`src/hw/evt_timer_pkg.sv`:
```
// Constants for the event capture timer and divider block
`default_nettype none
package evt_timer_pkg;
   // Register byte offsets
   localparam logic [4:0] OFS_CONTROL  = 5'h00;
   localparam logic [4:0] OFS_PRELOAD  = 5'h04;
   localparam logic [4:0] OFS_COUNT    = 5'h08;
   localparam logic [4:0] OFS_INTCTL   = 5'h0c;
   localparam logic [4:0] OFS_OUTCTL   = 5'h10;
   // Control register fields
   localparam int MODE_HI     = 7;
   localparam int MODE_LO     = 6;
   localparam int EN_BIT      = 4;
   localparam int EDGE_BIT    = 3;
   localparam int RATE_HI     = 2;
   localparam int RATE_LO     = 0;
   localparam logic [7:0] CONTROL_RST  = 8'h08;
   localparam logic [7:0] CONTROL_MASK = 8'hdf;
   // Interrupt control fields
   localparam int IEN_BIT     = 0;
   localparam int IFLAG_BIT   = 1;
   // Output control fields
   localparam int SRC_BIT     = 0;
   localparam int DATA0_BIT   = 1;
   localparam int DATA1_BIT   = 2;
   localparam int PULL_BIT    = 3;
   // Counter limits
   localparam logic [7:0] FULL_COUNT   = 8'hff;
   localparam int PRESCALE_W  = 7;
   localparam int NUM_DIV_OUT = 2;
   // Operating modes
   typedef enum logic [1:0] {
      MODE_NONE    = 2'h0,
      MODE_EVENT   = 2'h1,
      MODE_TIMER   = 2'h2,
      MODE_CAPTURE = 2'h3
   } mode_type;
   // Capture sequencer
   typedef enum logic {CAP_WAIT, CAP_RUN} cap_state_type;
endpackage : evt_timer_pkg
`default_nettype wire

```
`src/hw/event_capture_timer_divider.sv`:
```
// Eight-bit event counter, pulse width capture timer and overflow frequency divider
`timescale 1ns/10ps
`default_nettype none
module event_capture_timer_divider (
   input  wire logic                                   i_clk,
   input  wire logic                                   i_nrst,
   input  wire logic [4:0]                             i_address,
   input  wire logic                                   i_read,
   input  wire logic                                   i_write,
   input  wire logic [31:0]                            i_writedata,
   input  wire logic [3:0]                             i_byteenable,
   output var  logic [31:0]                            o_readdata,
   output var  logic                                   o_waitrequest,
   input  wire logic                                   i_timer_input_pin,
   input  wire logic                                   i_other_timer_overflow,
   input  wire logic                                   i_sleep,
   output var  logic                                   o_timer_irq,
   output var  logic                                   o_wakeup,
   output var  logic [evt_timer_pkg::NUM_DIV_OUT-1:0]  o_programmable_divider_out,
   output var  logic                                   o_pin_pullup_en
);
   import evt_timer_pkg::*;

   ////////////////////////////////////////////////////////////////////////////
   // State
   logic [7:0]            control_r, control_nxt;
   logic [7:0]            preload_r, preload_nxt;
   logic [7:0]            count_r, count_nxt;
   logic                  irq_en_r, irq_en_nxt;
   logic                  irq_flag_r, irq_flag_nxt;
   logic                  src_sel_r, src_sel_nxt;
   logic [1:0]            data_bits_r, data_bits_nxt;
   logic                  pull_r, pull_nxt;
   logic                  div_state_r, div_state_nxt;
   logic [PRESCALE_W-1:0] prescale_r, prescale_nxt;
   cap_state_type         cap_r, cap_nxt;
   logic                  pin_s1_r, pin_s2_r, pin_prev_r;
   logic                  wait_r, wait_nxt;
   logic [31:0]           rdata_r, rdata_nxt;
   logic                  irq_out_r, irq_out_nxt;
   logic                  wake_r, wake_nxt;
   logic [NUM_DIV_OUT-1:0] div_out_r, div_out_nxt;

   // Decoded helpers
   mode_type              mode;
   logic                  en;
   logic                  edge_sel;
   logic [2:0]            rate;
   logic                  pin_rise;
   logic                  pin_fall;
   logic                  tick;
   logic                  inc;
   logic                  ovf;
   logic                  wr_ok;
   logic                  ctrl_wr;
   logic                  pre_wr;
   logic                  hw_clear;
   logic [PRESCALE_W-1:0] rate_mask;

   assign mode     = mode_type'(control_r[MODE_HI:MODE_LO]);
   assign en       = control_r[EN_BIT];
   assign edge_sel = control_r[EDGE_BIT];
   assign rate     = control_r[RATE_HI:RATE_LO];

   ////////////////////////////////////////////////////////////////////////////
   // Pin synchroniser and edge detect
   always_ff @(posedge i_clk) begin
      if (!i_nrst) begin
         pin_s1_r   <= 1'b0;
         pin_s2_r   <= 1'b0;
         pin_prev_r <= 1'b0;
      end else begin
         pin_s1_r   <= i_timer_input_pin;
         pin_s2_r   <= pin_s1_r;
         pin_prev_r <= pin_s2_r;
      end
   end

   // Edges only, never levels
   assign pin_rise = pin_s2_r & ~pin_prev_r;
   assign pin_fall = ~pin_s2_r & pin_prev_r;

   ////////////////////////////////////////////////////////////////////////////
   // Bus handshake
   assign wr_ok   = i_write & ~wait_r & i_byteenable[0];
   assign ctrl_wr = wr_ok & (i_address == OFS_CONTROL);
   assign pre_wr  = wr_ok & (i_address == OFS_PRELOAD);

   // One wait cycle, then the access completes
   always_comb begin
      wait_nxt  = 1'b1;
      rdata_nxt = rdata_r;
      if ((i_read | i_write) & wait_r) begin
         wait_nxt  = 1'b0;
         rdata_nxt = 32'h0;
         case (i_address)
            OFS_CONTROL: rdata_nxt[7:0] = control_r & CONTROL_MASK;
            OFS_PRELOAD: rdata_nxt[7:0] = preload_r;
            OFS_COUNT:   rdata_nxt[7:0] = count_r;
            OFS_INTCTL: begin
               rdata_nxt[IEN_BIT]   = irq_en_r;
               rdata_nxt[IFLAG_BIT] = irq_flag_r;
            end
            OFS_OUTCTL: begin
               rdata_nxt[SRC_BIT]   = src_sel_r;
               rdata_nxt[DATA0_BIT] = data_bits_r[0];
               rdata_nxt[DATA1_BIT] = data_bits_r[1];
               rdata_nxt[PULL_BIT]  = pull_r;
            end
            default: rdata_nxt = 32'h0;
         endcase
      end
   end

   always_ff @(posedge i_clk) begin
      if (!i_nrst) begin
         wait_r  <= 1'b1;
         rdata_r <= 32'h0;
      end else begin
         wait_r  <= wait_nxt;
         rdata_r <= rdata_nxt;
      end
   end

   ////////////////////////////////////////////////////////////////////////////
   // Prescaler tick and counting decision
   assign rate_mask = PRESCALE_W'((8'h1 << rate) - 8'h1);
   assign tick      = (prescale_r & rate_mask) == rate_mask;

   // Per-mode step request
   always_comb begin
      inc      = 1'b0;
      hw_clear = 1'b0;
      cap_nxt  = cap_r;
      case (mode)
         MODE_EVENT: begin
            // Pin edges step directly, counts through sleep
            inc = en & (edge_sel ? pin_fall : pin_rise);
         end
         MODE_TIMER: begin
            inc = en & tick & ~i_sleep;
         end
         MODE_CAPTURE: begin
            if (!en) begin
               cap_nxt = CAP_WAIT;
            end else begin
               case (cap_r)
                  CAP_WAIT: begin
                     if (edge_sel ? pin_rise : pin_fall) begin
                        cap_nxt = CAP_RUN;
                     end
                  end
                  CAP_RUN: begin
                     if (edge_sel ? pin_fall : pin_rise) begin
                        hw_clear = 1'b1;
                        cap_nxt  = CAP_WAIT;
                     end else begin
                        inc = tick & ~i_sleep;
                     end
                  end
                  default: cap_nxt = CAP_WAIT;
               endcase
            end
         end
         default: begin
            inc     = 1'b0;
            cap_nxt = CAP_WAIT;
         end
      endcase
   end

   assign ovf = inc & (count_r == FULL_COUNT);

   ////////////////////////////////////////////////////////////////////////////
   // Register file, counter, flags and divider next values
   always_comb begin
      control_nxt   = control_r;
      preload_nxt   = preload_r;
      count_nxt     = count_r;
      irq_en_nxt    = irq_en_r;
      irq_flag_nxt  = irq_flag_r;
      src_sel_nxt   = src_sel_r;
      data_bits_nxt = data_bits_r;
      pull_nxt      = pull_r;
      div_state_nxt = div_state_r;
      prescale_nxt  = prescale_r + PRESCALE_W'(1);
      // Counter step and reload
      if (ovf) begin
         count_nxt = preload_r;
      end else if (inc) begin
         count_nxt = count_r + 8'h1;
      end
      // Capture end clears enable, only in capture mode
      if (hw_clear) begin
         control_nxt[EN_BIT] = 1'b0;
      end
      // Sticky request, clear by writing one, set wins
      if (wr_ok && (i_address == OFS_INTCTL)) begin
         irq_en_nxt = i_writedata[IEN_BIT];
         if (i_writedata[IFLAG_BIT]) begin
            irq_flag_nxt = 1'b0;
         end
      end
      if (ovf) begin
         irq_flag_nxt = 1'b1;
      end
      if (ctrl_wr) begin
         control_nxt = i_writedata[7:0] & CONTROL_MASK;
      end
      // Preload lands in the counter when off
      if (pre_wr) begin
         preload_nxt = i_writedata[7:0];
         if (!en) begin
            count_nxt = i_writedata[7:0];
         end
      end
      if (wr_ok && (i_address == OFS_OUTCTL)) begin
         src_sel_nxt      = i_writedata[SRC_BIT];
         data_bits_nxt[0] = i_writedata[DATA0_BIT];
         data_bits_nxt[1] = i_writedata[DATA1_BIT];
         pull_nxt         = i_writedata[PULL_BIT];
      end
      // Divider toggles on the selected overflow
      if (src_sel_r ? i_other_timer_overflow : ovf) begin
         div_state_nxt = ~div_state_r;
      end
   end

   // Registered outputs
   always_comb begin
      irq_out_nxt = irq_flag_nxt & irq_en_nxt;
      wake_nxt    = ovf & i_sleep;
      div_out_nxt = {NUM_DIV_OUT{div_state_nxt}} & data_bits_nxt;
   end

   always_ff @(posedge i_clk) begin
      if (!i_nrst) begin
         control_r   <= CONTROL_RST;
         preload_r   <= 8'h00;
         count_r     <= 8'h00;
         irq_en_r    <= 1'b0;
         irq_flag_r  <= 1'b0;
         src_sel_r   <= 1'b0;
         data_bits_r <= 2'h0;
         pull_r      <= 1'b0;
         div_state_r <= 1'b0;
         prescale_r  <= '0;
         cap_r       <= CAP_WAIT;
         irq_out_r   <= 1'b0;
         wake_r      <= 1'b0;
         div_out_r   <= '0;
      end else begin
         control_r   <= control_nxt;
         preload_r   <= preload_nxt;
         count_r     <= count_nxt;
         irq_en_r    <= irq_en_nxt;
         irq_flag_r  <= irq_flag_nxt;
         src_sel_r   <= src_sel_nxt;
         data_bits_r <= data_bits_nxt;
         pull_r      <= pull_nxt;
         div_state_r <= div_state_nxt;
         prescale_r  <= prescale_nxt;
         cap_r       <= cap_nxt;
         irq_out_r   <= irq_out_nxt;
         wake_r      <= wake_nxt;
         div_out_r   <= div_out_nxt;
      end
   end

   // Output drive
   assign o_readdata                 = rdata_r;
   assign o_waitrequest              = wait_r;
   assign o_timer_irq                = irq_out_r;
   assign o_wakeup                   = wake_r;
   assign o_programmable_divider_out = div_out_r;
   assign o_pin_pullup_en            = pull_r;

   ////////////////////////////////////////////////////////////////////////////
   // Checks
   AST_EVENT_RISE_STEP: assert property (@(posedge i_clk) disable iff (!i_nrst)
      (mode == MODE_EVENT && en && !edge_sel && pin_rise && count_r != FULL_COUNT && !pre_wr)
      |=> count_r == $past(count_r) + 8'h1)
      else $error("event count missed a rising edge");

   AST_EVENT_IGNORE_OTHER: assert property (@(posedge i_clk) disable iff (!i_nrst)
      (mode == MODE_EVENT && edge_sel && !pin_fall && !pre_wr && !ctrl_wr) |=> $stable(count_r))
      else $error("event count moved without a falling edge");

   AST_OVF_RELOAD: assert property (@(posedge i_clk) disable iff (!i_nrst)
      (ovf && !pre_wr) |=> (count_r == $past(preload_r)) && irq_flag_r)
      else $error("overflow did not reload or flag");

   AST_IRQ_GATED: assert property (@(posedge i_clk) disable iff (!i_nrst)
      o_timer_irq |-> (irq_en_r && irq_flag_r))
      else $error("interrupt out while disabled");

   AST_SLEEP_WAKE: assert property (@(posedge i_clk) disable iff (!i_nrst)
      (ovf && i_sleep) |=> o_wakeup)
      else $error("no wake-up on sleep overflow");

   AST_CAPTURE_STOP: assert property (@(posedge i_clk) disable iff (!i_nrst)
      (mode == MODE_CAPTURE && cap_r == CAP_RUN && en && !edge_sel && pin_rise && !ctrl_wr)
      |=> !en ##1 (!en || $past(ctrl_wr)))
      else $error("capture did not clear enable on rising edge");

   AST_CAPTURE_IDLE: assert property (@(posedge i_clk) disable iff (!i_nrst)
      (mode == MODE_CAPTURE && cap_r == CAP_WAIT && !pre_wr) |=> $stable(count_r))
      else $error("capture counted before start edge");

   AST_NO_HW_CLEAR: assert property (@(posedge i_clk) disable iff (!i_nrst)
      (mode != MODE_CAPTURE && en && !ctrl_wr) |=> en)
      else $error("enable cleared without software");

   AST_PRELOAD_OFF: assert property (@(posedge i_clk) disable iff (!i_nrst)
      (pre_wr && !en) |=> count_r == $past(i_writedata[7:0]))
      else $error("preload not copied while off");

   AST_DIV_TOGGLE: assert property (@(posedge i_clk) disable iff (!i_nrst)
      (ovf && !src_sel_r) |=> div_state_r != $past(div_state_r))
      else $error("divider did not toggle");

   AST_DIV_GATE: assert property (@(posedge i_clk) disable iff (!i_nrst)
      o_programmable_divider_out[0] |-> data_bits_r[0])
      else $error("divider output high with data bit clear");

   AST_CAPTURE_STOP_FALL: assert property (@(posedge i_clk) disable iff (!i_nrst)
      (mode == MODE_CAPTURE && cap_r == CAP_RUN && en && edge_sel && pin_fall && !ctrl_wr) |=> !en)
      else $error("capture did not clear enable on falling edge");

   AST_CAPTURE_TICK_ONLY: assert property (@(posedge i_clk) disable iff (!i_nrst)
      (mode == MODE_CAPTURE && cap_r == CAP_RUN && !tick && !pre_wr) |=> $stable(count_r))
      else $error("capture counted between prescaler ticks");

   AST_SINGLE_SHOT: assert property (@(posedge i_clk) disable iff (!i_nrst)
      (mode == MODE_CAPTURE && !en && !ctrl_wr && !pre_wr) |=> (!en && $stable(count_r)))
      else $error("capture restarted without software enable");

   AST_MODE_NONE_HOLD: assert property (@(posedge i_clk) disable iff (!i_nrst)
      (mode == MODE_NONE && !pre_wr) |=> $stable(count_r))
      else $error("counter moved with no mode selected");

   AST_DIV_OTHER: assert property (@(posedge i_clk) disable iff (!i_nrst)
      (src_sel_r && i_other_timer_overflow) |=> div_state_r != $past(div_state_r))
      else $error("divider ignored the other timer overflow");

endmodule : event_capture_timer_divider
`default_nettype wire

```
`config.mk`:
```
export PLATFORM = sky130hd
export DESIGN_NAME = event_capture_timer_divider
export DESIGN_NICKNAME = d
export VERILOG_FILES = /design/src/hw/evt_timer_pkg.sv /design/src/hw/event_capture_timer_divider.sv
export SDC_FILE = /design/constraint.sdc
export NUM_CORES = 1
export LEC_CHECK = 0
export ABC_AREA = 1
export BUFFER_PORTS_ARGS = -buffer_cell sky130_fd_sc_hd__buf_2
export CORE_ASPECT_RATIO = 1.4
export CORE_MARGIN = 4
export CORE_UTILIZATION = 45
export CTS_CLUSTER_SIZE = 30
export DETAILED_ROUTE_END_ITERATION = 8
export GPL_TIMING_DRIVEN = 0
export PLACE_DENSITY = 0.81
export SYNTH_ARGS = -nofsm -noshare
export SYNTH_HDL_FRONTEND = slang
export SYNTH_SLANG_ARGS = --single-unit
```
`constraint.sdc`:
```
create_clock -name i_clk -period 1.6 [get_ports i_clk]
set_input_delay 0.32 -clock i_clk [delete_from_list [all_inputs] [get_ports i_clk]]
set_output_delay 0.32 -clock i_clk [all_outputs]
set_load 0.01 [all_outputs]
```
# Word-level counts from Yosys, hierarchy flattened
# Index checks and enable logic that the tools add are counted.
[op_classes]
add_sub_neg = 3
n_eq_ne = 9
n_shift = 1
mux = 32
bitwise = 23
reduce_logical = 5
[ops]
columns = ["op", "n"]
rows = [
  ["2-to-1 mux 8 bit", 4],
  ["2-to-1 mux 1 bit", 20],
  ["bitwise AND 1 bit", 14],
  ["one-hot mux 4 bit (3 select lines)", 1],
  ["== test 5 x 4 -> 1 bit, second input constant", 2],
  ["one-hot mux 2 bit (5 select lines)", 1],
  ["adder 8 x 1 -> 8 bit, second input constant", 1],
  ["== test 8 bit, second input constant", 1],
  ["one-hot mux 2 bit (4 select lines)", 1],
  ["adder 7 x 1 -> 7 bit, second input constant", 1],
  ["bitwise AND 7 bit", 1],
  ["== test 7 bit", 1],
  ["<< shifter 1 x 3 -> 7 bit, first input constant", 1],
  ["subtractor 7 x 1 -> 7 bit, second input constant", 1],
  ["inverter 1 bit", 6],
  ["== test 5 x 3 -> 1 bit, second input constant", 1],
  ["== test 5 bit, second input constant", 1],
  ["zero test 5 bit", 1],
  ["2-to-1 mux 5 bit", 1],
  ["== test 2 bit, second input constant", 2],
  ["one-hot mux 1 bit (2 select lines)", 2],
  ["one-hot mux 1 bit (3 select lines)", 1],
  ["bitwise AND 2 bit", 1],
  ["== test 2 x 1 -> 1 bit, second input constant", 1],
  ["5 further kinds", 6],
]
[word_totals]
reg_bits = 54
inputBits = 48
elab_cells = 93

# Logic depth before layout (Yosys ltp)
# Gate-level depths: netlist of run 1.
[logic_depth]
ltp_word = 13
ltp_mapped = 12

# Worst setup path after synthesis of run 1
# OpenSTA, ideal clock, no wires.
[synth_timing]
kind = "register -> register"
startpoint = "register count_r[0]"
endpoint = "register div_state_r"
t_arrival_ns = 1.494
path_slack_ns = -0.022
path_stages_with_launch = 11
n_path_buf = 0
period_less_slack_ns = 1.622
path_cell_list = "dfxtp_1 ha_1 nand3_2 nor2_2 nand2_2 nor3_4 nand3_4 nand2_1 nand3_1 nand2_1 nor2_1"
[synth_between]
elab_chain_len = 4
[synth_lines]
columns = ["element", "line", "rtl"]
rows = [
  ["from (decl)", "event_capture_timer_divider.sv:28", "logic [7:0] count_r, count_nxt;"],
  ["from (signal assigned)", "event_capture_timer_divider.sv:255", "count_r <= count_nxt;"],
  ["== test 8 bit", "event_capture_timer_divider.sv:172", "assign ovf = inc & (count_r == FULL_COUNT);"],
  ["bitwise AND 1 bit", "event_capture_timer_divider.sv:172", ""],
  ["2-to-1 mux 1 bit (2 in series)", "event_capture_timer_divider.sv:224", "if (src_sel_r ? i_other_timer_overflow : ovf) begin"],
  ["to (signal assigned)", "event_capture_timer_divider.sv:261", "div_state_r <= div_state_nxt;"],
  ["to (decl)", "event_capture_timer_divider.sv:34", "logic div_state_r, div_state_nxt;"],
]
# Every way passes these cells.
# A chain may end at the register's enable or synchronous reset.

# Worst setup path in the final report of run 1
[layout_timing]
startpoint = "register control_r[6]"
endpoint = "register count_r[7]"
[layout_between]
elab_chain_len = 6
elab_cells_between_ends = 9
[layout_lines]
columns = ["element", "line", "rtl"]
rows = [
  ["from (decl)", "event_capture_timer_divider.sv:26", "logic [7:0] control_r, control_nxt;"],
  ["from (signal assigned)", "event_capture_timer_divider.sv:253", "control_r <= control_nxt;"],
  ["== test 2 bit or == test 2 x 1 -> 1 bit (tied branches)", "event_capture_timer_divider.sv:135", "case (mode)"],
  ["one-hot mux 1 bit (3 select lines) (*)", "event_capture_timer_divider.sv:135", ""],
  ["2-to-1 mux 8 bit or bitwise AND 1 bit (tied branches)", "event_capture_timer_divider.sv:190, event_capture_timer_divider.sv:172", ""],
  ["2-to-1 mux 8 bit (*)", "event_capture_timer_divider.sv:188", "if (ovf) begin"],
  ["2-to-1 mux 8 bit", "event_capture_timer_divider.sv:213", "if (!en) begin"],
  ["2-to-1 mux 8 bit (*)", "event_capture_timer_divider.sv:211", "if (pre_wr) begin"],
]
# Mark *: on every way between the ends. The rest lies on a longest branch, timed or not.

==> impl_metrics.toml, run 1 <==
[floorplanning]
io_pins = 86
die_w_um = 75.7
fp-row-count = 34
core_area_um2 = 6210
initial_core_util_pct = 46.4
die_area_um2 = 7770
fp.dieH_um = 103

[synth]
syn-cell-area_um2 = 2880
synth_common_cells = "82 x nand2_1, 54 x dfxtp_1, 40 x inv_1"
yosysMostFrequentCell = "nand2_1"
yosysTopAreaCell = "dfxtp_1"
synthArstFlopShare_pct = 0
yosys_warnings = 0
yosysUniqueCellTypes = 39
synth_seq_cells = 54
synthFlopType = "dfxtp_1"
yosysSeqAreaShare_pct = 37.5
yosys-top-cells-area = "dfxtp_1 37%, nand2_1 11%, buf_4 6.5%, a21oi_1 5.2%, inv_1 5.2%"
postSynthCellCount = 405
synth-edff-count = 0
yosysTopAreaCellShare_pct = 37.5
avgSynthCellArea_um2 = 7.12

[pwr]
power.density_nw_per_um2 = 654
power.leakage_uw = 0.00162
peakVddDrop_uv = 488
p_sw_uw = 600
p_comb_share_pct = 9.0
internal_power_uw = 1740
fin_total_pwr_uw = 2340
swShare_pct = 25.6
clock_power_share_pct = 32.7
seqPwrFrac_pct = 58.3

[grt]
grt_pass1_wl_um = 11800
grt-ovfl-total = 0
met2_usage_pct = 35.3
grt_pass1_vias = 2623
grt.busiest_layer = "met2"
antenna_found_initial = 0
grtUsageTotal_pct = 19.7
grt_use_met3_pct = 4.00
globalRouteMet1Util_pct = 20.6
grt_max_degree = 17

[clocking]
clkSinkCount = 54
cts_buffer_depth = 2
clockRootBuffer = "clkbuf_8"
cts_hold_buf = 0
insertion_delay_ns = 0.31
htree_levels = 2
cts_tree = "yes"
cts_buffers = 5
cts.clk_slew.worst_paths_ns = 0.10

[placement]
post-place-ws_ns = -0.342
gp_congestion = 0.891
hpwlAfterDp_um = 5460
portBuffers = 34
dpl.cell_count = 534

[sta]
slew_violations = 0
max_slew_margin_pct = 61.9
max_freq_mhz = 599
fin_skew_ns = 0.0127
hold_viol = 0
finalSetupViolations = 9
worst_slack_ns = -0.0708
finalCriticalPeriod_ns = 1.67
rsz0062_at_grt = "yes"
worst_pin_slew_ns = 0.568
fin_crit_sh_pct = 104

[final_layout]
final.fill_count = 577
synthToLayoutAreaGrowth_pct = 24.2
postLayoutCoreUtil_pct = 57.7
drive_above_1_share_pct = 28.4
finalNonFillerCells = 558
layout.nets = 540
antenna_cells = 0

[outcome]
violations = "setup timing"
status = "finished, violations left"

[setup_path]
timing.critical_path.from = "control_r[6]"
crit_arrival_ns = 1.89
worst_setup_path_end_kind = "register"
required_ns = 1.82
crit-reg2reg-launch = "control_r[6]"
path_class = "register to register"
path_max_fanout = 6
critPathLaunchType = "register"

[routing]
first_iter_violations = 149
routedWlPerCell_um = 13.4
vias = 2863
firstDrtPassIters = 4
drc = 0
ant_nets = 0
vias_per_cell = 5.13
wirelength_um = 7500

[flow_run]
drv_cap = 0

[worst_hold_path]
hold_start = "i_timer_input_pin"
hold_class = "primary input to register"
## layer usage
metal	vias up	wire length [µm]
li1	1420	-
met5	-	0
met1	1314	2700
met2	99	4050
met3	30	423
met4	0	322
## metrics by stage
| stage | setup TNS [ns] | hold slack (ns) | cell area (µm²) |
|---|---|---|---|
| 6_report | -0.250 | 0.192 | 3580 |
| 5_1_grt | -1.75 | 0.217 | 3580 |
| 4_1_cts | -1.40 | 0.187 | 3450 |
| 3_5_place_dp | -3.92 | 0.418 | 3230 |
| 3_3_place_gp | -3.54 | 0.399 | 3230 |
| 2_1_floorplan | 0 | 0.390 | 2970 |
## area by class of cell
cell class | instances | area, µm² | area share [%]
Buffer | 30 | 214 | 5.97
Sequential cell | 54 | 1090 | 30.5
Clock buffer | 5 | 68.8 | 1.92
Clock inverter | 2 | 13.8 | 0.384
Timing Repair Buffer | 51 | 320 | 8.94
Multi-Input combinational cell | 287 | 1560 | 43.4
Inverter | 57 | 228 | 6.36
Tap cell | 72 | 90.1 | 2.52
## registers in the layout (all words and copies together) (netlist names)
register and cells:
o_timer_irq 1, irq_en_r 1, irq_flag_r 1, count_r 8
o_programmable_divider_out 2, preload_r 8, control_r 7, prescale_r 7
src_sel_r 1, pin_s1_r 1, o_pin_pullup_en 1, o_readdata 8
o_wakeup 1, data_bits_r 2, pin_s2_r 1, o_waitrequest 1
pin_prev_r 1, div_state_r 1, cap_r 1
## power groups by stage
stage	Combinational (µW)	Sequential, µW	Clock [µW]
after global placement	201	1400	0
after detailed placement	204	1400	0
after global routing	236	1370	831
final	211	1370	765
after floorplan	144	1400	0
after CTS	205	1370	774
## cell families (layout without fill, tap and decap cells)
logic type	count (synthesis)	after routing	synth area share [%]
other cells	1	24	0.130
compound gates	76	76	14.4
xor+xnor	7	7	2.13
simple gates	174	174	28.2
fa+ha+maj	6	6	2.60
buf+inv	87	145	15.1
flops	54	54	37.5
## final timing paths
kind	endpoint	slack [ns]	cells past startpoint
worst max register to register	count_r[7]	-0.07	11
worst min-delay path	pin_s1_r	0.19	3
worst min register to register	pin_s2_r	0.43	2
worst max-delay path	count_r[7]	-0.07	11
## critical path, stage by stage (launching register included)
cell	delay, ns
dfxtp_2	0.35
ha_2	0.19
nand2_1	0.05
nand3b_1	0.15
nand2_1	0.06
nand3_1	0.11
nand2_4	0.14
nand3_4	0.13
buf_6	0.17
buf_4	0.13
nand2_2	0.05
a21oi_1	0.05
## cells in the final DEF, fill, tap and decap left out, types with 2 or more instances in the layout
cell and n:
a21oi_1 29, buf_2 34, buf_4 35, buf_6 7, clkbuf_1 4, clkbuf_8 5, clkinv_1 3, conb_1 24
dfxtp_1 48, dfxtp_2 5, ha_1 4, inv_1 39, inv_2 14, nand2_1 78, nand2_2 4, nand2_4 3
nand3_1 23, nand3_2 2, nand3_4 2, nand3b_1 2, nand4_1 7, nor2_1 31, nor2_2 6, nor2_4 4
nor3_1 2, nor3_2 3, nor3_4 2, o2111ai_1 2, o21ai_0 12, o21ai_1 19, o21ai_2 3, o221ai_1 2
o22ai_1 2, or2_1 4, xor2_1 6
## timing repair
item	CTS	global route
setup buffers	11	6
setup endpoints to repair	14	18
gates resized for setup	16	26
pin swaps	11	11
(Power assumes the default switching activity.)
==> run 2, diff against run 1 <==
--- a/config.mk
+++ b/config.mk
@@ -8,4 +8,5 @@
 export ABC_AREA = 1
 export BUFFER_PORTS_ARGS = -buffer_cell sky130_fd_sc_hd__buf_2
+export CAP_MARGIN = 20
 export CORE_ASPECT_RATIO = 1.4
 export CORE_MARGIN = 4
@@ -14,5 +15,5 @@
 export DETAILED_ROUTE_END_ITERATION = 8
 export GPL_TIMING_DRIVEN = 0
-export PLACE_DENSITY = 0.81
+export PLACE_DENSITY = 0.78
 export SYNTH_ARGS = -nofsm -noshare
 export SYNTH_HDL_FRONTEND = slang
==> constraint.sdc (replaced) <==
create_clock -name i_clk -period 2.05 [get_ports i_clk]
set_input_delay 0.3075 -clock i_clk [delete_from_list [all_inputs] [get_ports i_clk]]
set_output_delay 0.3075 -clock i_clk [all_outputs]
set_load 0.01 [all_outputs]
==> run 2 against run 1 <==
- sequential power fell by 22%
- the flow now finishes without violations
- die area did not move
- largest cell class unchanged
- cell count fell by 2.5%
==> impl_metrics.toml, run 2 (same netlist as run 1, synthesis figures left out) <==
[outcome]
status = "finished, final reports clean"

[clocking]
htree_levels = 2
clkSinkCount = 54
insertion_delay_ns = 0.32
cts_buffers = 5
cts.clk_slew.worst_paths_ns = 0.11
cts_tree = "yes"
clockRootBuffer = "clkbuf_8"
cts_hold_buf = 0
cts_buffer_depth = 2

[floorplanning]
die_w_um = 75.7
fp.dieH_um = 103
io_pins = 86
core_area_um2 = 6210
die_area_um2 = 7770
initial_core_util_pct = 46.4
fp-row-count = 34

[routing]
first_iter_violations = 112
routedWlPerCell_um = 12.8
vias = 2709
drc = 0
wirelength_um = 6980
ant_nets = 0
firstDrtPassIters = 5
vias_per_cell = 4.98

[sta]
slew_violations = 0
finalCriticalPeriod_ns = 1.92
max_freq_mhz = 520
finalSetupViolations = 0
max_slew_margin_pct = 63.0
worst_pin_slew_ns = 0.551
hold_viol = 0
worst_slack_ns = 0.126
fin_crit_sh_pct = 93.9
fin_skew_ns = 0.0190

[setup_path]
worst_setup_path_end_kind = "register"
crit_slowest_cell = "dfxtp_1"
cp_cell_sequence = "ha_1 -> nand3_2 -> nor2_2 -> nand2_2 -> nor3_4 -> buf_4 -> nand3_4 -> nand2_1 -> nand3_1 -> nand2_1 -> nor2_1"
slowest_delay_ns = 0.40
crit_family = "simple AND/OR/NAND/NOR gates"
critPathLaunchType = "register"
path_buf_inv = 1
r2r_setup_slack_ns = 0.13
required_ns = 2.25
cp_common_cell = "nand2_1"
path_class = "register to register"
crit_arrival_ns = 2.12
path_max_fanout = 10

[placement]
hpwlAfterDp_um = 5490
post-place-ws_ns = 0.104
portBuffers = 34
gp_congestion = 0.867

[pwr]
peakVddDrop_uv = 478
power.leakage_uw = 0.00153
fin_total_pwr_uw = 2000
power.density_nw_per_um2 = 595

[final_layout]
drive_above_1_share_pct = 21.8
antenna_cells = 0
layout.nets = 525
synthToLayoutAreaGrowth_pct = 16.8
mostFrequentLayoutCell = "nand2_1"
layout_common_cells = "82 x nand2_1, 53 x dfxtp_1, 40 x inv_1"
postLayoutCoreUtil_pct = 54.2

[grt]
grt_max_degree = 18
grt_pass1_vias = 2552
grt_pass1_wl_um = 11200
antenna_found_initial = 0
grt-ovfl-total = 0
grtUsageTotal_pct = 19.0

[worst_hold_path]
hold_class = "primary input to register"

[flow_run]
drv_cap = 0
==> run 2: cell count changes in the layout (fill, tap and decap cells not counted), sizes merged <==
cell / change
clkinv: -1
buf: -14
bufinv: +1
==> run 2: layout make-up <==
class / count / area, µm²
flip-flops and latches: 54 / 1080
well taps: 72 / 90.1
plain buffers: 30 / 208
clock buffers: 6 / 82.6
inverters: 57 / 228
fillers: 626 / 2840
repair buffers: 36 / 185
clock inverters: 2 / 38.8
multi-input cells: 287 / 1450
==> run 2: worst paths after layout <==
check | from | endpoint | cells past startpoint
hold reg to reg | pin_s1_r | pin_s2_r | 2
setup reg to reg | count_r[1] | div_state_r | 11
setup / recovery | count_r[1] | div_state_r | 11
hold / removal | i_timer_input_pin | pin_s1_r | 3
==> run 2: stage by stage <==
step | hold slack [ns] | std cells | instance area, µm² | setup TNS (ns)
after detailed placement | 0.405 | 534 | 3230 | 0
after CTS | 0.177 | 542 | 3350 | 0
after floorplan | 0.390 | 428 | 2970 | 0
after global placement | 0.393 | 534 | 3230 | 0
final | 0.180 | 544 | 3370 | 0
after global routing | 0.211 | 544 | 3370 | -0.0120
==> run 2: repair_timing <==
action,CTS,global route
setup buffers,0,2
endpoints found under the setup margin,0,3
gates resized for setup,0,1
==> run 2: power breakdown <==
group	total, µW	switching, µW	leakage (µW)	internal, µW
clock	774	372	0.0000618	402
combinational	161	96.1	0.00103	65.2
sequential	1070	8.65	0.000437	1060
total	2000	477	0.00153	1530
==> run 2: worst register-to-register path: cells and delay by family, from the launching register on <==
kind | cells | cell delay, ns
buffers and inverters | 1 | 0.18
DFF | 1 | 0.40
and+or+nand+nor | 9 | 0.99
adders and majority gates | 1 | 0.22
==> run 2: metal layers <==
metal / vias to the layer above / wire, µm / global-route usage (%)
met4: 0 / 253 / 11.3
met2: 78 / 3770 / 35.0
li1: 1394 / - / -
met5: - / 0 / 0
met3: 18 / 334 / 3.32
met1: 1219 / 2620 / 19.3
==> run 3, diff against run 2 <==
Settings changed: PLACE_DENSITY 0.78 to 0.8.
==> run 3 against run 2 <==
- cell count is 0.55% higher
- worst setup slack lost 0.023 ns
- core utilization is 0.40 points higher
- clock-buffer cell count stayed put
- sequential power about the same
- hold slack better by 0.0024 ns
- non-clock buffer count is 2 higher
- maximum frequency is 1.2% lower
- clock skew fell by 0.0072 ns
- sequential share of layout area down 0.24 points
- wire length is 1.7% higher
- largest cell class unchanged
- highest routed layer unchanged
==> impl_metrics.toml, run 3 (same netlist as run 1, synthesis figures left out) <==
[outcome]
status = "finished, final reports clean"

[final_layout]
postLayoutCoreUtil_pct = 54.6
drive_above_1_share_pct = 22.3
fin_area_um2 = 3390
layout_common_cells = "82 x nand2_1, 53 x dfxtp_1, 40 x inv_1"
final.fill_count = 609
synthToLayoutAreaGrowth_pct = 17.7
mostFrequentLayoutCell = "nand2_1"
antenna_cells = 0
layout.nets = 528
finalNonFillerCells = 547

[clocking]
cts_tree = "yes"
clkSinkCount = 54
cts_buffers = 5
insertion_delay_ns = 0.32
cts_hold_buf = 0
htree_levels = 2
clockRootBuffer = "clkbuf_8"
cts_buffer_depth = 2
cts.clk_slew.worst_paths_ns = 0.10

[pwr]
power.density_nw_per_um2 = 588
internal_power_uw = 1530
swShare_pct = 23.5
p_sw_uw = 469
p_comb_share_pct = 8.1
clock_power_share_pct = 38.4
fin_total_pwr_uw = 2000
seqPwrFrac_pct = 53.5
power.leakage_uw = 0.00154
peakVddDrop_uv = 460

[routing]
first_iter_violations = 187
routedWlPerCell_um = 13.0
ant_nets = 0
wirelength_um = 7100
vias = 2768
drc = 0
firstDrtPassIters = 4
vias_per_cell = 5.06

[floorplanning]
core_area_um2 = 6210
initial_core_util_pct = 46.4
io_pins = 86
fp.dieH_um = 103
die_w_um = 75.7
die_area_um2 = 7770
fp-row-count = 34

[grt]
grt-ovfl-total = 0
antenna_found_initial = 0
grtUsageTotal_pct = 18.2
grt_pass1_wl_um = 10900
grt_max_degree = 18
grt_pass1_vias = 2543

[placement]
portBuffers = 34
post_dp_cell_area_um2 = 3230
hpwlAfterDp_um = 5560
dpl.cell_count = 534
gp_congestion = 0.886

[sta]
hold_viol = 0
finalSetupViolations = 0
fin_crit_sh_pct = 95.0
fin_hold_ws_ns = 0.182
finalCriticalPeriod_ns = 1.95
worst_pin_slew_ns = 0.549
max_slew_margin_pct = 63.2
max_freq_mhz = 513
slew_violations = 0
fin_skew_ns = 0.0118

[setup_path]
worst_setup_path_end_kind = "register"
crit_arrival_ns = 2.17
path_max_fanout = 7
critPathLaunchType = "register"
cp_cell_sequence = "ha_1 -> nand3_2 -> nor2_2 -> nand2_2 -> nor3_4 -> buf_4 -> nor2_1 -> nand3_1 -> nand4_1 -> nand2_1 -> inv_1"
crit_slowest_cell = "dfxtp_1"
reg2reg_depth = 11
required_ns = 2.27
slowest_delay_ns = 0.40
path_class = "register to register"

[worst_hold_path]
hold_class = "primary input to register"
whs_path_depth = 3

[flow_run]
drv_cap = 0
## run 3: power groups by stage
stage	clock (µW)	sequential (µW)	combinational (µW)
floorplan	0	1090	112
global placement	0	1090	156
detailed placement	0	1090	159
CTS	777	1070	159
global route	824	1070	181
finish	767	1070	162
## run 3: final timing paths
kind                      from    endpoint  slack [ns]
max                 count_r[1]  count_r[0]        0.10
min          i_timer_input_pin    pin_s1_r        0.18
max reg2reg         count_r[1]  count_r[0]        0.10
min reg2reg           pin_s1_r    pin_s2_r        0.42
## run 3: what timing repair did
action / CTS / global route
resized for setup: 0 / 1
setup endpoints to repair: 0 / 3
setup buffers: 0 / 4
## run 3: area by class of cell
class / instances / area, µm² / area share [%]
Multi-Input combinational cell: 288 / 1460 / 43.1
Sequential cell: 54 / 1080 / 31.9
Inverter: 57 / 228 / 6.71
Buffer: 30 / 208 / 6.12
Timing Repair Buffer: 38 / 200 / 5.90
Tap cell: 72 / 90.1 / 2.65
Clock buffer: 6 / 82.6 / 2.43
Clock inverter: 2 / 38.8 / 1.14
## run 3: per-layer routing
layer,track usage (%),vias to the layer above,part of all wire (%)
li1,-,1391,-
met1,19.0,1247,36
met2,34.1,99,54
met3,2.93,31,6.2
met4,8.75,0,4.2
met5,0,-,0
## run 3: worst max-delay path: cells and delay by family (launching register included)
kind / cells / cell delay (ns)
adder cells (fa/ha/maj): 1 / 0.22
buffers and inverters: 2 / 0.23
AND/OR/NAND/NOR: 8 / 1.00
flip-flops: 1 / 0.40
## run 3: per-stage QoR
| step | setup slack [ns] | setup TNS [ns] |
|---|---|---|
| 5_1_grt | -0.0103 | -0.0206 |
| 2_1_floorplan | 0.428 | 0 |
| 3_5_place_dp | 0.121 | 0 |
| 4_1_cts | 0.106 | 0 |
| 6_report | 0.103 | 0 |
| 3_3_place_gp | 0.142 | 0 |
